### config.mk
export PLATFORM = sky130hd
export DESIGN_NAME = pfb_host
export DESIGN_NICKNAME = d
export VERILOG_FILES = /design/src/pfb_pkg.sv /design/src/pfb_sync.sv /design/src/pfb_host.sv
export SDC_FILE = /design/constraint.sdc
export NUM_CORES = 1
export LEC_CHECK = 0
export BUFFER_PORTS_ARGS = -buffer_cell sky130_fd_sc_hd__buf_2
export CORE_AREA = 2 2 141 143
export CTS_CLUSTER_SIZE = 8
export DETAILED_ROUTE_END_ITERATION = 8
export DIE_AREA = 0 0 143 145
export HOLD_SLACK_MARGIN = 0.1
export SLEW_MARGIN = 25
export SYNTH_ARGS = -nofsm -noshare
export SYNTH_HDL_FRONTEND = slang
export SYNTH_SLANG_ARGS = --single-unit
### constraint.sdc
create_clock -name i_ref_clk -period 5.3 [get_ports i_ref_clk]
set_input_delay 0.53 -clock i_ref_clk [delete_from_list [all_inputs] [get_ports i_ref_clk]]
set_output_delay 0.53 -clock i_ref_clk [all_outputs]
set_load 0.02 [all_outputs]
### src/pfb_pkg.sv
/*
 package for the parallel flash bus host: pin and request carriers,
 controller states, bus widths and timing counts at the 100 MHz clock.
 assumes one clock of 10 ns period shared by every user of the package.
*/
package pfb_pkg;

   localparam int CLK_NS = 10;
   localparam int ADDR_W = 19;
   localparam int DQ_W = 16;
   localparam int BYTE_W = 8;
   localparam int SYNC_W = 17;
   localparam int CNT_W = 16;

   ////////////////////////////////////////////////////////////////////////
   // timing figures in ns; the flash speed grade is not fixed here,
   // so these are plain defaults for a slow part
   localparam int CS_ACCESS_NS = 120;
   localparam int MIN_RESET_PULSE_NS = 500;
   localparam int RESET_RECOVERY_NS = 20000;
   localparam int READ_AFTER_RESET_NS = 50;
   localparam int WRITE_PULSE_NS = 50;
   localparam int SYNC_STAGES = 2;

   // least times round up to whole cycles
   localparam logic [CNT_W-1:0] CS_ACC_CYC =
      CNT_W'((CS_ACCESS_NS + CLK_NS - 1) / CLK_NS);
   localparam logic [CNT_W-1:0] RST_PULSE_CYC =
      CNT_W'((MIN_RESET_PULSE_NS + CLK_NS - 1) / CLK_NS);
   localparam logic [CNT_W-1:0] RECOVERY_CYC =
      CNT_W'((RESET_RECOVERY_NS + CLK_NS - 1) / CLK_NS);
   localparam logic [CNT_W-1:0] RH_CYC =
      CNT_W'((READ_AFTER_RESET_NS + CLK_NS - 1) / CLK_NS);
   localparam logic [CNT_W-1:0] WP_CYC =
      CNT_W'((WRITE_PULSE_NS + CLK_NS - 1) / CLK_NS);
   // read waits out the access time plus the input synchroniser and one
   // cycle of margin
   localparam logic [CNT_W-1:0] RD_CYC =
      CS_ACC_CYC + CNT_W'(SYNC_STAGES + 1);

   localparam logic [CNT_W-1:0] CNT_ONE = 16'h0001;
   localparam logic [CNT_W-1:0] CNT_MAX = 16'hFFFF;

   ////////////////////////////////////////////////////////////////////////
   typedef enum logic [3:0] {
      ST_RST_LOW,
      ST_RST_RDY,
      ST_RST_HOLD,
      ST_IDLE,
      ST_RD_ACC,
      ST_WR_SETUP,
      ST_WR_PULSE,
      ST_WR_HOLD,
      ST_WR_END
   } pfb_state_t;

   typedef struct packed {
      logic cs_n;
      logic oe_n;
      logic we_n;
      logic rst_n;
      logic byte_n;
      logic [ADDR_W-1:0] addr;
      logic [DQ_W-1:0] dq_o;
      logic [DQ_W-1:0] dq_oe;
   } pfb_pins_t;

   // addr[0] is the byte lane in byte mode; word mode uses addr[18:0]
   typedef struct packed {
      logic write;
      logic [ADDR_W:0] addr;
      logic [DQ_W-1:0] wdata;
   } pfb_req_t;

endpackage

### src/pfb_sync.sv
/*
 two flip-flop synchroniser, one stage pair per bit.
 assumes inputs arrive from outside the i_ref_clk domain.
*/
module pfb_sync #(
   parameter int W = 1
) (
   input wire logic i_ref_clk,
   input wire logic i_sys_rst,
   input wire logic [W-1:0] i_async,
   output logic [W-1:0] o_sync
);

   logic [W-1:0] meta;

   genvar g;
   generate
      for (g = 0; g < W; g++)
      begin : g_bit
         always_ff @(posedge i_ref_clk)
         begin
            if (i_sys_rst)
            begin
               meta[g] <= 1'b0;
               o_sync[g] <= 1'b0;
            end
            else
            begin
               meta[g] <= i_async[g];
               o_sync[g] <= meta[g];
            end
         end
      end
   endgenerate

endmodule // pfb_sync

### src/pfb_host.sv
/*
 host controller for a clockless parallel NOR flash: turns user read,
 write and reset requests into chip select, output gate, write strobe,
 reset and width select levels, and returns read data.
 assumes the flash pins are wired through a testbench or pad that
 resolves dq from o_flash.dq_o and o_flash.dq_oe; dq and ready_busy_n
 arrive asynchronously.
*/
// Behaviour
// - read: select and gate low, strobe high
// - write: select and strobe low, gate high
// - after standby wait full select access time
// - flag an operation cut by reset on o_aborted, no restart
// - wait after reset before first read
module pfb_host (
   input wire logic i_ref_clk,
   input wire logic i_sys_rst,
   input wire logic i_req_valid,
   input wire pfb_pkg::pfb_req_t i_req,
   input wire logic i_byte_mode,
   input wire logic i_reset_req,
   input wire logic [pfb_pkg::DQ_W-1:0] i_flash_dq,
   input wire logic i_ready_busy_n,
   output logic o_req_ready,
   output logic o_rsp_valid,
   output logic [pfb_pkg::DQ_W-1:0] o_rsp_data,
   output logic o_flash_busy,
   output logic o_aborted,
   output pfb_pkg::pfb_pins_t o_flash
);

   pfb_pkg::pfb_state_t state, next_state;
   pfb_pkg::pfb_pins_t next_flash;
   logic [pfb_pkg::CNT_W-1:0] cnt, next_cnt;
   logic next_req_ready, next_rsp_valid, next_aborted, next_flash_busy;
   logic [pfb_pkg::DQ_W-1:0] next_rsp_data;
   logic [pfb_pkg::SYNC_W-1:0] sync_in, sync_out;
   logic [pfb_pkg::DQ_W-1:0] dq_s;
   logic rb_s;

   ////////////////////////////////////////////////////////////////////////
   assign sync_in = {i_ready_busy_n, i_flash_dq};

   pfb_sync #(
      .W(pfb_pkg::SYNC_W)
   ) u_sync (
      .i_ref_clk(i_ref_clk),
      .i_sys_rst(i_sys_rst),
      .i_async(sync_in),
      .o_sync(sync_out)
   );

   assign dq_s = sync_out[pfb_pkg::DQ_W-1:0];
   assign rb_s = sync_out[pfb_pkg::DQ_W];

   ////////////////////////////////////////////////////////////////////////
   always_comb
   begin
      next_state = state;
      next_cnt = cnt + pfb_pkg::CNT_ONE;
      next_flash = o_flash;
      next_req_ready = o_req_ready;
      next_rsp_valid = 1'b0;
      next_rsp_data = o_rsp_data;
      next_aborted = o_aborted;
      next_flash_busy = ~rb_s;
      unique case (state)
         // reset low floats the bus and deselects: standby throughout
         pfb_pkg::ST_RST_LOW:
         begin
            if (cnt >= pfb_pkg::RST_PULSE_CYC - pfb_pkg::CNT_ONE)
            begin
               next_state = pfb_pkg::ST_RST_RDY;
               next_cnt = '0;
            end
         end
         // hold reset until busy clears or the recovery time runs out
         pfb_pkg::ST_RST_RDY:
         begin
            if (rb_s || cnt >= pfb_pkg::RECOVERY_CYC - pfb_pkg::CNT_ONE)
            begin
               next_flash.rst_n = 1'b1;
               next_state = pfb_pkg::ST_RST_HOLD;
               next_cnt = '0;
            end
         end
         pfb_pkg::ST_RST_HOLD:
         begin
            if (cnt >= pfb_pkg::RH_CYC - pfb_pkg::CNT_ONE)
            begin
               next_state = pfb_pkg::ST_IDLE;
               next_req_ready = 1'b1;
            end
         end
         pfb_pkg::ST_IDLE:
         begin
            next_cnt = '0;
            if (i_reset_req)
            begin
               // a busy flash means an operation is about to be cut
               if (!rb_s)
                  next_aborted = 1'b1;
               next_flash.rst_n = 1'b0;
               next_flash.cs_n = 1'b1;
               next_flash.oe_n = 1'b1;
               next_flash.we_n = 1'b1;
               next_flash.dq_oe = '0;
               next_req_ready = 1'b0;
               next_state = pfb_pkg::ST_RST_LOW;
            end
            else if (i_req_valid && o_req_ready)
            begin
               next_aborted = 1'b0;
               next_req_ready = 1'b0;
               next_flash.cs_n = 1'b0;
               next_flash.byte_n = ~i_byte_mode;
               next_flash.dq_oe = '0;
               if (i_byte_mode)
               begin
                  next_flash.addr = i_req.addr[pfb_pkg::ADDR_W:1];
                  next_flash.dq_o[pfb_pkg::DQ_W-1] = i_req.addr[0];
                  next_flash.dq_oe[pfb_pkg::DQ_W-1] = 1'b1;
               end
               else
                  next_flash.addr = i_req.addr[pfb_pkg::ADDR_W-1:0];
               if (i_req.write)
                  next_state = pfb_pkg::ST_WR_SETUP;
               else
               begin
                  next_flash.oe_n = 1'b0;
                  next_state = pfb_pkg::ST_RD_ACC;
               end
               if (i_req.write)
               begin
                  // data goes out with the strobe, not before it
                  next_flash.dq_o[pfb_pkg::BYTE_W-1:0] =
                     i_req.wdata[pfb_pkg::BYTE_W-1:0];
                  if (!i_byte_mode)
                     next_flash.dq_o = i_req.wdata;
               end
            end
         end
         // every access starts from standby, so each pays full access
         pfb_pkg::ST_RD_ACC:
         begin
            if (cnt >= pfb_pkg::RD_CYC - pfb_pkg::CNT_ONE)
            begin
               next_rsp_valid = 1'b1;
               next_rsp_data = o_flash.byte_n ? dq_s :
                  {{(pfb_pkg::DQ_W-pfb_pkg::BYTE_W){1'b0}},
                   dq_s[pfb_pkg::BYTE_W-1:0]};
               next_flash.oe_n = 1'b1;
               next_flash.cs_n = 1'b1;
               next_flash.dq_oe = '0;
               next_req_ready = 1'b1;
               next_state = pfb_pkg::ST_IDLE;
            end
         end
         pfb_pkg::ST_WR_SETUP:
         begin
            next_flash.we_n = 1'b0;
            next_flash.dq_oe[pfb_pkg::BYTE_W-1:0] = '1;
            if (o_flash.byte_n)
               next_flash.dq_oe = '1;
            next_cnt = '0;
            next_state = pfb_pkg::ST_WR_PULSE;
         end
         pfb_pkg::ST_WR_PULSE:
         begin
            if (cnt >= pfb_pkg::WP_CYC - pfb_pkg::CNT_ONE)
            begin
               // strobe rises first so the data edge is the strobe's
               next_flash.we_n = 1'b1;
               next_state = pfb_pkg::ST_WR_HOLD;
            end
         end
         pfb_pkg::ST_WR_HOLD:
         begin
            next_flash.cs_n = 1'b1;
            next_state = pfb_pkg::ST_WR_END;
         end
         pfb_pkg::ST_WR_END:
         begin
            next_flash.dq_oe = '0;
            next_rsp_valid = 1'b1;
            next_req_ready = 1'b1;
            next_state = pfb_pkg::ST_IDLE;
         end
      endcase
   end

   always_ff @(posedge i_ref_clk)
   begin
      if (i_sys_rst)
      begin
         // power-up pulses reset so the flash starts in read-array mode
         state <= pfb_pkg::ST_RST_LOW;
         cnt <= '0;
         o_flash <= '{cs_n: 1'b1, oe_n: 1'b1, we_n: 1'b1, rst_n: 1'b0,
                      byte_n: 1'b1, addr: '0, dq_o: '0, dq_oe: '0};
         o_req_ready <= 1'b0;
         o_rsp_valid <= 1'b0;
         o_rsp_data <= '0;
         o_aborted <= 1'b0;
         o_flash_busy <= 1'b0;
      end
      else
      begin
         state <= next_state;
         cnt <= next_cnt;
         o_flash <= next_flash;
         o_req_ready <= next_req_ready;
         o_rsp_valid <= next_rsp_valid;
         o_rsp_data <= next_rsp_data;
         o_aborted <= next_aborted;
         o_flash_busy <= next_flash_busy;
      end
   end

   ////////////////////////////////////////////////////////////////////////
   // helper counters read only by the checks below
   logic [pfb_pkg::CNT_W-1:0] rst_lo_cnt, since_rst_cnt, cs_lo_cnt;

   always_ff @(posedge i_ref_clk)
   begin
      if (i_sys_rst)
      begin
         rst_lo_cnt <= '0;
         since_rst_cnt <= '0;
         cs_lo_cnt <= '0;
      end
      else
      begin
         rst_lo_cnt <= o_flash.rst_n ? '0 :
            (rst_lo_cnt == pfb_pkg::CNT_MAX ? rst_lo_cnt :
             rst_lo_cnt + pfb_pkg::CNT_ONE);
         since_rst_cnt <= !o_flash.rst_n ? '0 :
            (since_rst_cnt == pfb_pkg::CNT_MAX ? since_rst_cnt :
             since_rst_cnt + pfb_pkg::CNT_ONE);
         cs_lo_cnt <= o_flash.cs_n ? '0 :
            (cs_lo_cnt == pfb_pkg::CNT_MAX ? cs_lo_cnt :
             cs_lo_cnt + pfb_pkg::CNT_ONE);
      end
   end
endmodule // pfb_host

# --- After elaboration in Yosys (flattened, before gate mapping) ---
# Index checks and enable logic that the tools add are counted.
# Widths: inputs -> output; s select.
classes:
  addsub: 1
  multipliers: 0
  div: 0
  order_cmp: 4
  eq_ne: 18
  shift: 0
  mux: 42
  bitwise: 3
  n_reduce_logical: 24
op_table:
  columns: ["operator", "count"]
  rows:
  - ["$mux 16", 9]
  - ["$pmux 16 s4", 1]
  - ["$pmux 16 s3", 1]
  - ["$pmux 4 s9", 1]
  - ["$mux 4", 7]
  - ["$mux 19", 1]
  - ["$reduce_and 3->1", 6]
  - ["$add 16x1->16 const B", 1]
  - ["$eq 4x3->1 const B", 4]
  - ["$ge 16x11->1 const B", 1]
  - ["$ge 16x3->1 const B", 1]
  - ["$ge 16x4->1 const B", 1]
  - ["$ge 16x6->1 const B", 1]
  - ["$ne 2x2->1 const B", 8]
  - ["$reduce_and 4->1", 4]
  - ["$mux 1", 12]
  - ["$eq 4x2->1 const B", 2]
  - ["$mux 2", 4]
  - ["$reduce_bool 4->1", 2]
  - ["$ne 3x3->1 const B", 2]
  - ["$pmux 1 s2", 3]
  - ["$pmux 1 s3", 2]
  - ["$reduce_and 6->1", 1]
  - ["$reduce_bool 2->1", 3]
  - ["11 further kinds", 14]
word_totals:
  ff_bits: 130
  latch_bits: 0
  ram_bits: 0
  mem_bits_ro: 0
  in_bits: 59
  mem_count: 0

# --- Depth between registers and ports, before layout ---
# Gate-level depths: netlist of run 1.
depth:
  ltp_word: 4
  ltp_mapped: 9
  ltp_nobuf: 8

# --- By module ---
# From an unflattened synthesis of run 1, not the netlist that was laid out.
hier_totals:
  hier_cells: 513
  area_unflattened_um2: 4778.3
modules_own_cells:
  columns: ["module", "instances", "cells_per_inst", "area_each_um2", "seq_area_each_um2"]
  rows:
  - ["pfb_host", 1, 442, 3841.2, 1661.6]
  - ["pfb_sync", 1, 71, 937.1, 680.7]

# --- Least setup slack after synthesis of run 1 ---
# No wires, ideal clock.
synth_path:
  path_kind: "register to register"
  from: "register cnt[1] (netlist bit)"
  to: "register cnt[10] (netlist bit)"
  arrival_time_ns: 1.905
  t_required_ns: 5.236
  setup_slack_ns: 3.331
  stages_incl_launch_ff: 10
  n_path_buf: 1
  path_cell_list: "dfxtp_1 inv_1 ha_1 or4b_2 nand3_1 nand4_1 o21ai_1 o31ai_2 buf_2 nor2_1"
synth_via:
  elab_chain_cells: 4
synth_lines:
  columns: ["item", "line", "rtl"]
  rows:
  - ["from (decl)", "pfb_host.sv:34", "logic [pfb_pkg::CNT_W-1:0] cnt, next_cnt;"]
  - ["from (signal assigned)", "pfb_host.sv:210", "cnt <= next_cnt;"]
  - ["$ge 16x11->1", "pfb_host.sv:80", "if (rb_s || cnt >= pfb_pkg::RECOVERY_CYC - pfb_pkg::CNT_ONE)"]
  - ["$logic_or 1x1->1", "pfb_host.sv:80", null]
  - ["$mux 16", "pfb_host.sv:80", null]
  - ["$pmux 16 s3 (*)", "pfb_host.sv:67", "unique case (state)"]
# Mark *: on every way between the ends. The rest lies on a longest branch, timed or not.
# A chain may end at the register's enable or synchronous reset.

# --- Worst setup path after layout of run 1 ---
layout_path:
  from: "register state[1]"
  to: "register o_flash[28] (netlist bit)"
layout_via:
  elab_chain_cells: 2
layout_lines:
  columns: ["item", "line", "rtl"]
  rows:
  - ["from (decl)", "pfb_host.sv:32", "pfb_pkg::pfb_state_t state, next_state;"]
  - ["from (signal assigned)", "pfb_host.sv:197", "state <= pfb_pkg::ST_RST_LOW;"]
  - ["from (signal assigned)", "pfb_host.sv:209", "state <= next_state;"]
  - ["$eq 4x2->1", "pfb_host.sv:67", null]
  - ["$reduce_and 5->1 (no line)", null, null]
  - ["to (signal assigned)", "pfb_host.sv:199", "o_flash <= '{cs_n: 1'b1, oe_n: 1'b1, we_n: 1'b1, rst_n: 1'b0,"]
  - ["to (signal assigned)", "pfb_host.sv:211", "o_flash <= next_flash;"]
  - ["to (decl)", "pfb_host.sv:29", "output pfb_pkg::pfb_pins_t o_flash"]
# No other way between the ends.

==> impl_summary.md, run 1 <==
Timing
The max-slew headroom at the worst pin is ~44%. Setup repair after global routing left no endpoint under its margin. Setup violations remaining at the end of the flow were counted as 0. Adding up every negative setup slack in the final design gives 0 ps. The transition time at the pin with the least slew margin is ~840 ps. The hold violation total from the final report is 0. The worst-case setup margin in the final layout is between 2000 and 2500 ps. The final worst-path cycle share is between 50% and 60%.

The top achievable clock speed is ~340 MHz. The final setup skew is 6.97 ps. The number of max-slew violations in the final report is 0. The minimum clock period after layout is 2940 ps.

Layout
The layout filler cell count is roughly 2000. The repair_antennas step left the layout with diodes totalling 0. In the layout the commonest cells are buf_2, dfxtp_1, nand2_1, nor2_1, a21oi_1. The number of nets in the finished design is around 690. The fraction of final layout cells sized beyond drive strength 1 is 28.4%. The area growth from synthesis to layout is 28.8%. The library cell used most frequently in the layout, excluding fill and tap cells, is buf_2.

Floorplanning
After floorplanning, the core was sized to cover 19200 um2. The die is around 150 um tall. For this configuration, the core starts out at a cell density of between 20% and 30%. roughly 140 I/O pins were placed.

The area of the die is between 20000 and 25000 um2. In this run the core area contains about 50 standard-cell rows. The width of the die is around 140 um.

Worst setup path
The endpoint arrival time on the critical path is 3280 ps. The maximum net fanout on the critical path is 49. STA classifies the critical path startpoint as a flip-flop.

The kind of end point of the critical path is a flip-flop. The register-to-register setup slack is 2360 ps. The endpoint identified for the worst register-to-register timing path is o_flash[28]$_SDFFE_PP0P_.

The worst setup path is of the flip-flop to flip-flop kind. Measured in cells, the most critical reg-to-reg path has a length of 7. For the worst setup path, the data required time is between 5000 and 6000 ps. The worst register-to-register path begins at state[1]$_SDFFE_PP0P_.

Synth
The number of cells produced by synthesis is 518. Counting distinct cell types in the post-synthesis netlist gives a little under 60. The per-instance average area after synthesis is ~9.2 um2. The net count after synthesis is just under 600. Of the synthesized area, sequential elements account for between 40% and 50%.

The synthesized cell area is about 4700 um2. Yosys attributes the largest share of cell area to dfxtp_1, nor2b_1, nand2_1, a21oi_1, mux2i_1. Among all flip-flop cells after synthesis, the most frequent one is dfxtp_1. The count of yosys warnings during synthesis is 0. The top cell type by total area after synthesis is dfxtp_1. The share of synthesized flip-flops with an asynchronous set or reset is 0%. The count of flip-flops with a built-in enable after synthesis is 0. The synthesized design contains 117 register bits.

The share of the synthesized area in the top cell type is 49.3%.

Detailed routing
The final routed wire length divided by cell count is between 10 and 15 um. Before antenna repair, the detailed router went through 4 iterations. The violation count after the first detailed-route iteration is 249.

The final layout contains routed wiring with a total length of ~12000 um. Dividing the detail-routed via count by the number of cells gives between 4 and 5. Summing over every cut layer, the via total after detailed routing is ~3900. The detail route stage leaves a number of antenna-violating nets equal to 0.

In the routed design, unresolved DRC markers number 0.

Min path
Counting instances, the worst hold path has a depth of 2. The path class of the tightest hold or removal check is input pin to flip-flop. The path with the worst hold slack has its endpoint at u_sync.meta[6]$_SDFF_PP0_. The hold path startpoint is i_flash_dq[6].

Clocking
For this design, the sink count on the clock tree is ~120. The clock passes through at most 2 buffers. The clock tree root driver cell is clkbuf_16. Buffers inserted to repair hold after CTS numbered 0.

The H-tree depth is 4. The CTS buffer count is 17. Once the clock tree was built, the setup fixing pass inserted 0 buffers. TritonCTS built the clock tree. Clock latency on the worst-skew pair, taken at its later pin, is 410 ps. Clock-pin slew was measured on the worst setup and hold paths at 60 ps.

The post-cts resize count is 0.

Global route
The busiest metal layer after global routing is met2. The global-route wire length before repair is ~19000 um. The global-route congestion overflow total is 0. The met2 routing resource usage after global routing is a little under a fifth. Global routing used 15.0% of the available met1 tracks. The initial antenna violation count is 0. For met3 alone, demand over resource in global routing was between 4 and 5%. The via count of the first global-routing pass is roughly 3800. Entering global routing, the biggest net connects between 50 and 60 pins. For this run, the total global-route usage over all layers was measured as 11.9%.

Job
Max-cap violations in this run came to 0.

Pwr
The worst-case IR drop observed on VDD is approximately 0.28 mV. The static leakage is 2.56 nW. In this run the power density over the cells is around 380 nW/um2.

Outcome
The run finished with clean final reports.

Placed design
The worst-case setup slack after placement is roughly 2300 ps. The final HPWL from detailed placement is between 8000 and 9000 um. Routability-driven placement finished with a final weighted congestion of between 0.8 and 0.9. The count of input and output buffers is ~130.
[critical path, stage by stage, from the launching register on]
cell and delay, ps:
dfxtp_1 590, or3b_2 540, nor3_4 120, buf_4 430, nand2_1 430, nor2_1 460, nand2_1 110, a21oi_1 140
[final cells by class]
class,instances,area [um2],share of cell area [%]
clock inverter,10,169,2.76
tap,265,332,5.42
multi-input combinational,347,2080,33.9
sequential,117,2340,38.3
timing repair buffer,136,688,11.3
inverter,9,33.8,0.552
clock buffer,22,474,7.76
[worst max-delay path by stage]
stage                                          end                   from  slack [ps]
after CTS                 o_flash[28]$_SDFFE_PP0P_  state[1]$_SDFFE_PP0P_        2340
final                     o_flash[28]$_SDFFE_PP0P_  state[1]$_SDFFE_PP0P_        2360
after global routing      o_flash[28]$_SDFFE_PP0P_  state[1]$_SDFFE_PP0P_        2070
after detailed placement  o_flash[29]$_SDFFE_PP0P_            i_reset_req        2300
after global placement    o_flash[29]$_SDFFE_PP0P_            i_reset_req        2370
after floorplan                 cnt[10]$_SDFF_PP0_      cnt[1]$_SDFF_PP0_        3330
[through the flow]
| step | power [mW] | cells | utilization [%] | cell area [um2] | hold slack (ps) |
|---|---|---|---|---|---|
| final | 2.34 | 906 | 31.8 | 6110 | 322 |
| after CTS | 2.37 | 906 | 31.8 | 6110 | 303 |
| after global routing | 2.45 | 906 | 31.8 | 6110 | 307 |
| after detailed placement | 1.12 | 874 | 28.5 | 5470 | 420 |
| after global placement | 1.12 | 874 | 28.4 | 5460 | 416 |
| after floorplan | 1.07 | 518 | - | 4750 | 414 |
[flip-flops by register name (all words and copies together) (netlist names), 4 cells and up]
register	cells
o_flash	43
u_sync.meta	17
u_sync.o_sync	17
cnt	16
o_rsp_data	16
state	4
[power by group]
group | switching [mW] | internal (mW) | total [mW] | leakage, nW
clock network | 0.415 | 0.828 | 1.24 | 0.304
logic | 0.100 | 0.0699 | 0.170 | 1.31
registers | 0.0273 | 0.904 | 0.931 | 0.951
total | 0.543 | 1.80 | 2.34 | 2.56
[synthesized netlist by cell type, drive strengths merged, types with 2 or more instances]
| cell type | n |
|---|---|
| xor2 | 10 |
| or4 | 2 |
| and2 | 2 |
| nand2b | 3 |
| dlygate4sd3 | 2 |
| nand2 | 59 |
| dfxtp | 117 |
| and3 | 3 |
| nor2b | 36 |
| o21ai | 15 |
| a21oi | 42 |
| nand3 | 29 |
| nand4 | 5 |
| ha | 4 |
| inv | 9 |
| a311oi | 2 |
| clkbuf | 24 |
| a32oi | 2 |
| o211a | 2 |
| xnor2 | 6 |
| or3 | 2 |
| nor3 | 7 |
| buf | 19 |
| nor4 | 2 |
| a211oi | 20 |
| o211ai | 3 |
| nor2 | 52 |
| mux2i | 20 |
[logic make-up after synthesis]
kind of cell / after synthesis / synth area share (%)
and+or+nand+nor: 207 / 21.4
DFF: 117 / 49.3
AOI/OAI and AO/OA: 98 / 13.3
buffers and inverters: 54 / 7.25
muxes: 21 / 4.45
xor gates and xnor gates: 16 / 2.95
adders and majority gates: 5 / 1.27
[layer usage]
layer / routed length (um) / up-vias / share of wire, %
met2: 5220 / 135 / 44
met1: 5530 / 1814 / 47
met4: 211 / 0 / 1.8
met5: 0 / - / 0
met3: 885 / 16 / 7.5
li1: - / 1979 / -
(Power assumes the default switching activity.)
==> run 2, diff against run 1 <==
==> constraint.sdc (replaced) <==
create_clock -name i_ref_clk -period 2.7 [get_ports i_ref_clk]
set_input_delay 0.27 -clock i_ref_clk [delete_from_list [all_inputs] [get_ports i_ref_clk]]
set_output_delay 0.27 -clock i_ref_clk [all_outputs]
set_load 0.02 [all_outputs]
==> run 2 against run 1 <==
  * Count of clock-buffer cells in the layout shrank 2
  * Global-route usage is essentially flat
  * Critical endpoint is now o_rsp_data[9]$_SDFFE_PP0P_
  * Largest cell class unchanged
  * Sequential power up 94%
==> impl_summary.md, run 2 (synthesis results as in run 1) <==
Outcome
The flow ran to the end, and the final reports show no timing, DRC or antenna violations.

Worst setup path
The setup path with the least slack is of type flip-flop to flip-flop. The maximum net fanout on the critical path is 16 (-67%). The endpoint arrival time on the critical path was 2710 ps (-570 ps). The worst path required time was 3040 ps (-2600 ps). The kind of end point of the critical path is a flip-flop.

STA classifies the critical path startpoint as a flip-flop.

Global route
The global-route wire length before repair is 19200 um (-0.29%). The maximum number of pins on one net before global-route repair is 65 (+10%). The global-route congestion overflow total is 0 (unchanged). The initial antenna violation count came to 0 (unchanged). The global router's overall resource usage came to 11.9% (-0.037 points). The via count of the first global-routing pass is 3839 (+0.60%).

Layout
The area growth from synthesis to layout is 35.7%. The largest registers in the layout are o_flash: 43 flops, u_sync.meta: 17 flops, u_sync.o_sync: 17 flops. The number of nets in the finished design is 725 (+4.9%). The library cells used most frequently in the layout, excluding fill and tap cells, are buf_2, dfxtp_1, nand2_1, nor2_1, a21oi_1. The layout filler cell count is 1972 (-3.2%). The number of standard cells in the final layout excluding fillers is 940 (+3.8%). The fraction of final layout cells sized beyond drive strength 1 is 27.4% (-0.99 points). The most common cell after layout, fill and taps aside is buf_2. The total inserted antenna cells is 0 (unchanged). o_flash holds more flip-flops than any other register. The flip-flop count of the largest register, all copies and words added came to 43 (unchanged).

Clocking
The H-tree depth is 4 (unchanged). TritonCTS built the clock tree. The clock tree root driver cell is clkbuf_16. The CTS buffer count is 17 (unchanged). The post-cts resize count was 0 (unchanged). The number of clock sinks is 117 (unchanged). The clock latency at the later pin of the worst-skew pair is 420 ps (about the same).

The worst-case clock buffer depth is 2 (unchanged). The clock-pin slew of the registers on the worst-case setup and hold paths is 50 ps (about the same).

Timing
The transition time at the pin with the least slew margin is 784 ps (-51.8 ps). The minimum clock period after layout was 2370 ps (-572 ps). The setup TNS after final layout was 0 ps (unchanged).

The final worst-path cycle share came to 87.9% (+32 points). The number of max-slew violations in the final report was 0 (unchanged). The top achievable clock speed is 421 MHz (+24%). The count of endpoints failing setup in the final report is 0 (unchanged). The hold violation total from the final report was 0 (unchanged). The final setup skew is 11.0 ps (+4.02 ps).

The max-slew headroom at the worst pin came to 47.8% (+3.5 points). Setup repair after global routing left no endpoint under its margin.

Detailed routing
The number of DRC violations after detailed routing is 0 (unchanged). The via count is 4123 (+4.5%). The final routed wire length divided by cell count was 12.8 um (-2.1%). The post-detailed-routing wire length came to 12000 um (+1.6%).

The ratio of routed vias to standard cells is 4.39 (+0.76%). The iteration count of the initial detailed-routing pass is 4 (unchanged). The violation count after the first detailed-route iteration came to 186 (-25%). The number of antenna-violating nets in the routed design is 0 (unchanged).

Floorplanning
The effective utilization at floorplan was 24.7% (unchanged). The core box area was 19200 um2 (unchanged). The number of placed I/O pins is 135 (unchanged). The count of standard-cell rows is 51 (unchanged).

The height of the die is 145 um (unchanged). The area of the die is 20700 um2 (unchanged). The width of the die is 143 um (unchanged).

Pwr
The worst ir drop on vdd is 0.485 mV (+72%). The cell area power density is 719 nW/um2 (+87%). The static leakage is 2.71 nW (+5.7%).

Placed design
The weighted congestion reported at the end of routability-driven placement came to 0.852 (+4.4%). The number of placed instances, taps included is 878 (+0.46%). The final HPWL from detailed placement was 8060 um (-1.7%).

The count of input and output buffers is 134 (unchanged).

Min path
The class of the most critical hold timing path is input pin to flip-flop.

Job
The total of max-cap violations is 0 (unchanged).
## run 2: changes by cell type in the layout (fill, tap and decap cells not counted), sizes merged
cell         delta
buf             +4
bufinv          +1
clkbuf          -2
clkinv          +2
clkinvlp        -1
dlygate4sd3    +30
## run 2: final cells by class
type	count	area [um2]	share of cell area, %
inverter	9	33.8	0.525
timing repair buffer	170	1020	15.8
clock buffer	20	437	6.78
multi-input combinational	347	2080	32.2
tap	265	332	5.15
clock inverter	12	201	3.13
sequential	117	2340	36.4
## run 2: what timing repair did
action | CTS | global route
hold buffers | 30 | 0
endpoints found under the hold margin | 30 | 0
endpoints found under the setup margin | 0 | 0
setup buffers | 0 | 0
## run 2: worst max-delay path: stages (launching register included)
cell and delay [ps]:
dfxtp_1 540, or2b_2 400, nor3_1 390, o21a_1 620
nand3_1 180, a21oi_2 160
## run 2: worst paths after layout
path | to | from | slack (ps) | cells after the start
worst max register to register | o_rsp_data[9]$_SDFFE_PP0P_ | state[2]$_SDFFE_PP0P_ | 330 | 5
worst min register to register | u_sync.o_sync[6]$_SDFF_PP0_ | u_sync.meta[6]$_SDFF_PP0_ | 430 | 1
worst min-delay path | o_flash[22]$_SDFFE_PP0P_ | i_req[6] | 130 | 3
worst max-delay path | o_rsp_data[9]$_SDFFE_PP0P_ | state[2]$_SDFFE_PP0P_ | 330 | 5
## run 2: through the flow
step	hold slack, ps	area [um2]	utilization, %	power, mW	setup slack, ps
detailed placement	420	5500	28.6	2.21	336
floorplan	398	4750	-	2.10	731
global placement	417	5490	28.6	2.20	334
finish	127	6440	33.5	4.63	327
CTS	104	6440	33.5	4.70	313
global route	113	6440	33.5	4.82	102
## run 2: report_power, final
group          internal (mW)  switching [mW]  total (mW)
Clock                   1.64           0.785        2.42
Sequential              1.78          0.0362        1.81
Combinational          0.173           0.221       0.394
Total                   3.59            1.04        4.63
## run 2: metal layers
metal | up-vias | track usage (%) | wire length (um)
met4 | 0 | 5.54 | 211
li1 | 2059 | - | -
met5 | - | 0 | 0
met3 | 17 | 4.26 | 877
met1 | 1897 | 14.6 | 5460
met2 | 150 | 18.3 | 5480
==> run 3, diff against run 2 <==
--- a/config.mk
+++ b/config.mk
@@ -6,12 +6,14 @@
 export NUM_CORES = 1
 export LEC_CHECK = 0
 export BUFFER_PORTS_ARGS = -buffer_cell sky130_fd_sc_hd__buf_2
-export CORE_AREA = 2 2 141 143
+export CORE_AREA = 2 2 142 144
 export CTS_CLUSTER_SIZE = 8
 export DETAILED_ROUTE_END_ITERATION = 8
-export DIE_AREA = 0 0 143 145
+export DIE_AREA = 0 0 144 146
 export HOLD_SLACK_MARGIN = 0.1
+export RECOVER_POWER = 25
 export SLEW_MARGIN = 25
 export SYNTH_ARGS = -nofsm -noshare
 export SYNTH_HDL_FRONTEND = slang
+export SYNTH_HIERARCHICAL = 1
 export SYNTH_SLANG_ARGS = --single-unit
==> run 3 against run 2 <==
  * Synthesized cell count decreased by 0.97%
  * Highest routed layer unchanged
  * Sequential share of layout area decreased by 0.18 points
  * Worst setup slack improved by 310 ps
==> impl_summary.md, run 3 <==
Outcome
The run finished with clean final reports.

Worst setup path
The worst setup path is captured at a flip-flop. The maximum net fanout on the critical path is 20 (+4). The launch instance of the worst register-to-register path is state[0]$_SDFFE_PP0P_. The kind of launch point of the worst setup path is a flip-flop. The worst-case reg-to-reg path depth is 6 (+1). The endpoint arrival time on the critical path was 2370 ps (-340 ps). The launching element of the worst setup path is state[0]$_SDFFE_PP0P_.

The critical path in this run is classified as flip-flop to flip-flop. The worst path required time is 3010 ps (-30 ps).

Global route
The initial antenna violation count came to 1 (+1). The global-route wire length before repair was 19700 um (+2.7%). The maximum number of pins on one net before global-route repair came to 56 (-14%).

The via count of the first global-routing pass came to 3845 (+0.16%). The global-route congestion overflow total is 0 (unchanged). The global router's overall resource usage is 12.1% (+0.19 points).

Timing
The top achievable clock speed is 485 MHz (+15%). The setup TNS after final layout is 0 ps (unchanged). The hold violation total from the final report is 0 (unchanged). The final setup skew came to 8.35 ps (-2.64 ps). The worst-case hold slack was 131 ps (+4.23 ps). The worst-case setup margin in the final layout is 640 ps (+313 ps).

The minimum clock period after layout is 2060 ps (-313 ps). Setup repair after global routing left no endpoint under its margin. The final worst-path cycle share came to 76.3% (-12 points).

The transition time at the pin with the least slew margin is 1320 ps (+535 ps). The count of endpoints failing setup in the final report was 0 (unchanged). The max-slew headroom at the worst pin is 12.1% (-36 points). The number of max-slew violations in the final report is 0 (unchanged).

Detailed routing
The violation count after the first detailed-route iteration is 150 (-19%). The ratio of routed vias to standard cells is 4.31 (-1.8%). The iteration count of the initial detailed-routing pass was 4 (unchanged).

The number of DRC violations after detailed routing is 0 (unchanged). The number of antenna-violating nets in the routed design is 0 (unchanged). The final routed wire length divided by cell count is 13.2 um (+3.2%).

The via count is 4059 (-1.6%). The post-detailed-routing wire length is 12400 um (+3.4%).

Pwr
The overall power after layout is 4.43 mW (-4.4%). The worst ir drop on vdd is 0.445 mV (-8.2%). The cell area power density came to 684 nW/um2 (-4.8%).

The static leakage is 2.62 nW (-3.1%).

Layout
The layout filler cell count is 2017 (+2.3%). From synthesis to final layout, the design area changed by 35.4%. The number of nets in the finished design came to 726 (+0.14%). The top cell types in the final layout, fill and taps aside, are buf_2, dfxtp_1, nand2_1, nor2_1, a21oi_1. The most common cell after layout, fill and taps aside is buf_2.

The cell area after layout came to 6470 um2 (+0.49%). The area of the multi-input gates is 2120 um2 (+2.4%). The combined flip-flop and latch cell area is 2340 um2 (unchanged). The final core utilization is 33.5% (-0.060 points). The fraction of final layout cells sized beyond drive strength 1 is 27.5% (+0.11 points). The flip-flop count of the largest register, all copies and words added was 43 (unchanged). o_flash holds more flip-flops than any other register. The number of standard cells in the final layout excluding fillers was 942 (+0.21%).

The largest registers in the layout are o_flash: 43 flops, u_sync/meta: 17 flops, u_sync/o_sync: 17 flops.

Clocking
The clock latency at the later pin of the worst-skew pair is 410 ps (about the same). The CTS buffer count is 17 (unchanged). TritonCTS built the clock tree.

The post-cts resize count is 0 (unchanged). The clock tree root driver cell is clkbuf_16. The worst-case clock buffer depth is 2 (unchanged).

The clock-pin slew of the registers on the worst-case setup and hold paths is 60 ps (about the same). The H-tree depth is 4 (unchanged). The number of clock sinks is 117 (unchanged).

Placed design
The worst-case setup slack after placement came to 684 ps (+347 ps). The weighted congestion reported at the end of routability-driven placement is 0.806 (-5.4%). The final HPWL from detailed placement is 8550 um (+6.1%). The count of input and output buffers came to 134 (unchanged). The number of placed instances, taps included is 879 (+0.11%).

The placement-stage cell area is 5620 um2 (+2.2%).

Synth
The synthesis-stage register bit count is 117 (unchanged). The per-instance average area after synthesis is 9.31 um2 (+1.6%). The net count after synthesis is 576 (-0.86%). The top cell type by total area after synthesis is dfxtp_1.

The share of synthesized flip-flops with an asynchronous set or reset is 0% (unchanged). The number of distinct library cell variants in the gate-level netlist after synthesis is 59 (+1.7%). The share of the synthesized area in the top cell type came to 49.0% (-0.32 points).

Ranked by instance count, the synthesized netlist is headed by dfxtp_1, nand2_1, nor2_1, a21oi_1, nor2b_1. The sequential share of the synthesized area came to 49.0% (-0.32 points). The top flip-flop cell by instance count after synthesis is dfxtp_1. The most common cell in the synthesized netlist is dfxtp_1. The count of flip-flops with a built-in enable after synthesis is 0 (unchanged). Ranked by total cell area, the synthesized netlist is headed by dfxtp_1, nor2b_1, a21oi_1, mux2i_1, nand2_1. The synthesized cell area is 4780 um2 (+0.66%).

The number of cells produced by synthesis came to 513 (-0.97%). The count of yosys warnings during synthesis came to 6 (+6).

Floorplanning
The count of standard-cell rows was 51 (unchanged). The number of placed I/O pins is 135 (unchanged). The effective utilization at floorplan was 24.7% (about the same). The core box area is 19300 um2 (+0.66%). The width of the die was 144 um (+0.70%). The height of the die is 146 um (+0.69%). The area of the die is 21000 um2 (+1.4%).

Min path
The class of the most critical hold timing path is input pin to flip-flop. The hold path startpoint is i_req[5]. The number of cells on the worst hold path was 3 (unchanged).

Job
The total of max-cap violations is 0 (unchanged).
## run 3: cell types whose count changed after synthesis, moves of 3 or more
cell      before  now
and2b_2        0    4
buf_2          4   10
buf_4         13   16
clkbuf_8       6    0
nand2_1       57   51
nor2_1        52   47
o21a_1         1    4
xnor2_1        6    9
xor2_1        10    7
## run 3: repair_timing
item,CTS,global route
endpoints found under the hold margin,30,0
buffers inserted,0,0
hold buffers,30,0
## run 3: cell families after synthesis
logic type	Yosys count	share of synthesized area, %
xor gates and xnor gates	16	2.93
buffers and inverters	56	6.55
AOI/OAI and AO/OA	108	15.2
adders and majority gates	4	1.05
and+or+nand+nor	192	21.1
DFF	117	49.0
muxes	20	4.19
## run 3: per-layer routing
layer / vias to the layer above / wire [um] / track usage [%]
met4: 0 / 297 / 6.08
met3: 22 / 597 / 2.90
li1: 2075 / - / -
met2: 120 / 5620 / 19.0
met1: 1842 / 5930 / 15.3
met5: - / 0 / 0
## run 3: critical path: stages (launching register included)
cell and delay [ps]:
dfxtp_1 590, nor2b_1 180, buf_4 200, and3_2 460, buf_4 270, nor2_1 50
a211oi_1 200
## run 3: cell type report
cell class,instances,area share [%]
Clock buffer,19,6.84
Antenna cell,1,0.0387
Tap cell,265,5.12
Inverter,9,0.522
Clock inverter,13,1.93
Multi-Input combinational cell,340,32.8
Timing Repair Buffer,178,16.5
Sequential cell,117,36.2
## run 3: worst paths after layout
path	to	slack [ps]
worst min-delay path	o_flash[21]$_SDFFE_PP0P_	130
worst max register to register	o_flash[37]$_SDFFE_PP0P_	640
worst max-delay path	o_flash[37]$_SDFFE_PP0P_	640
worst min register to register	o_rsp_data[1]$_SDFFE_PP0P_	430
## run 3: power by group
part	internal, mW	switching (mW)
sequential	1.78	0.0655
clock	1.30	0.833
combinational	0.207	0.245
total	3.28	1.14
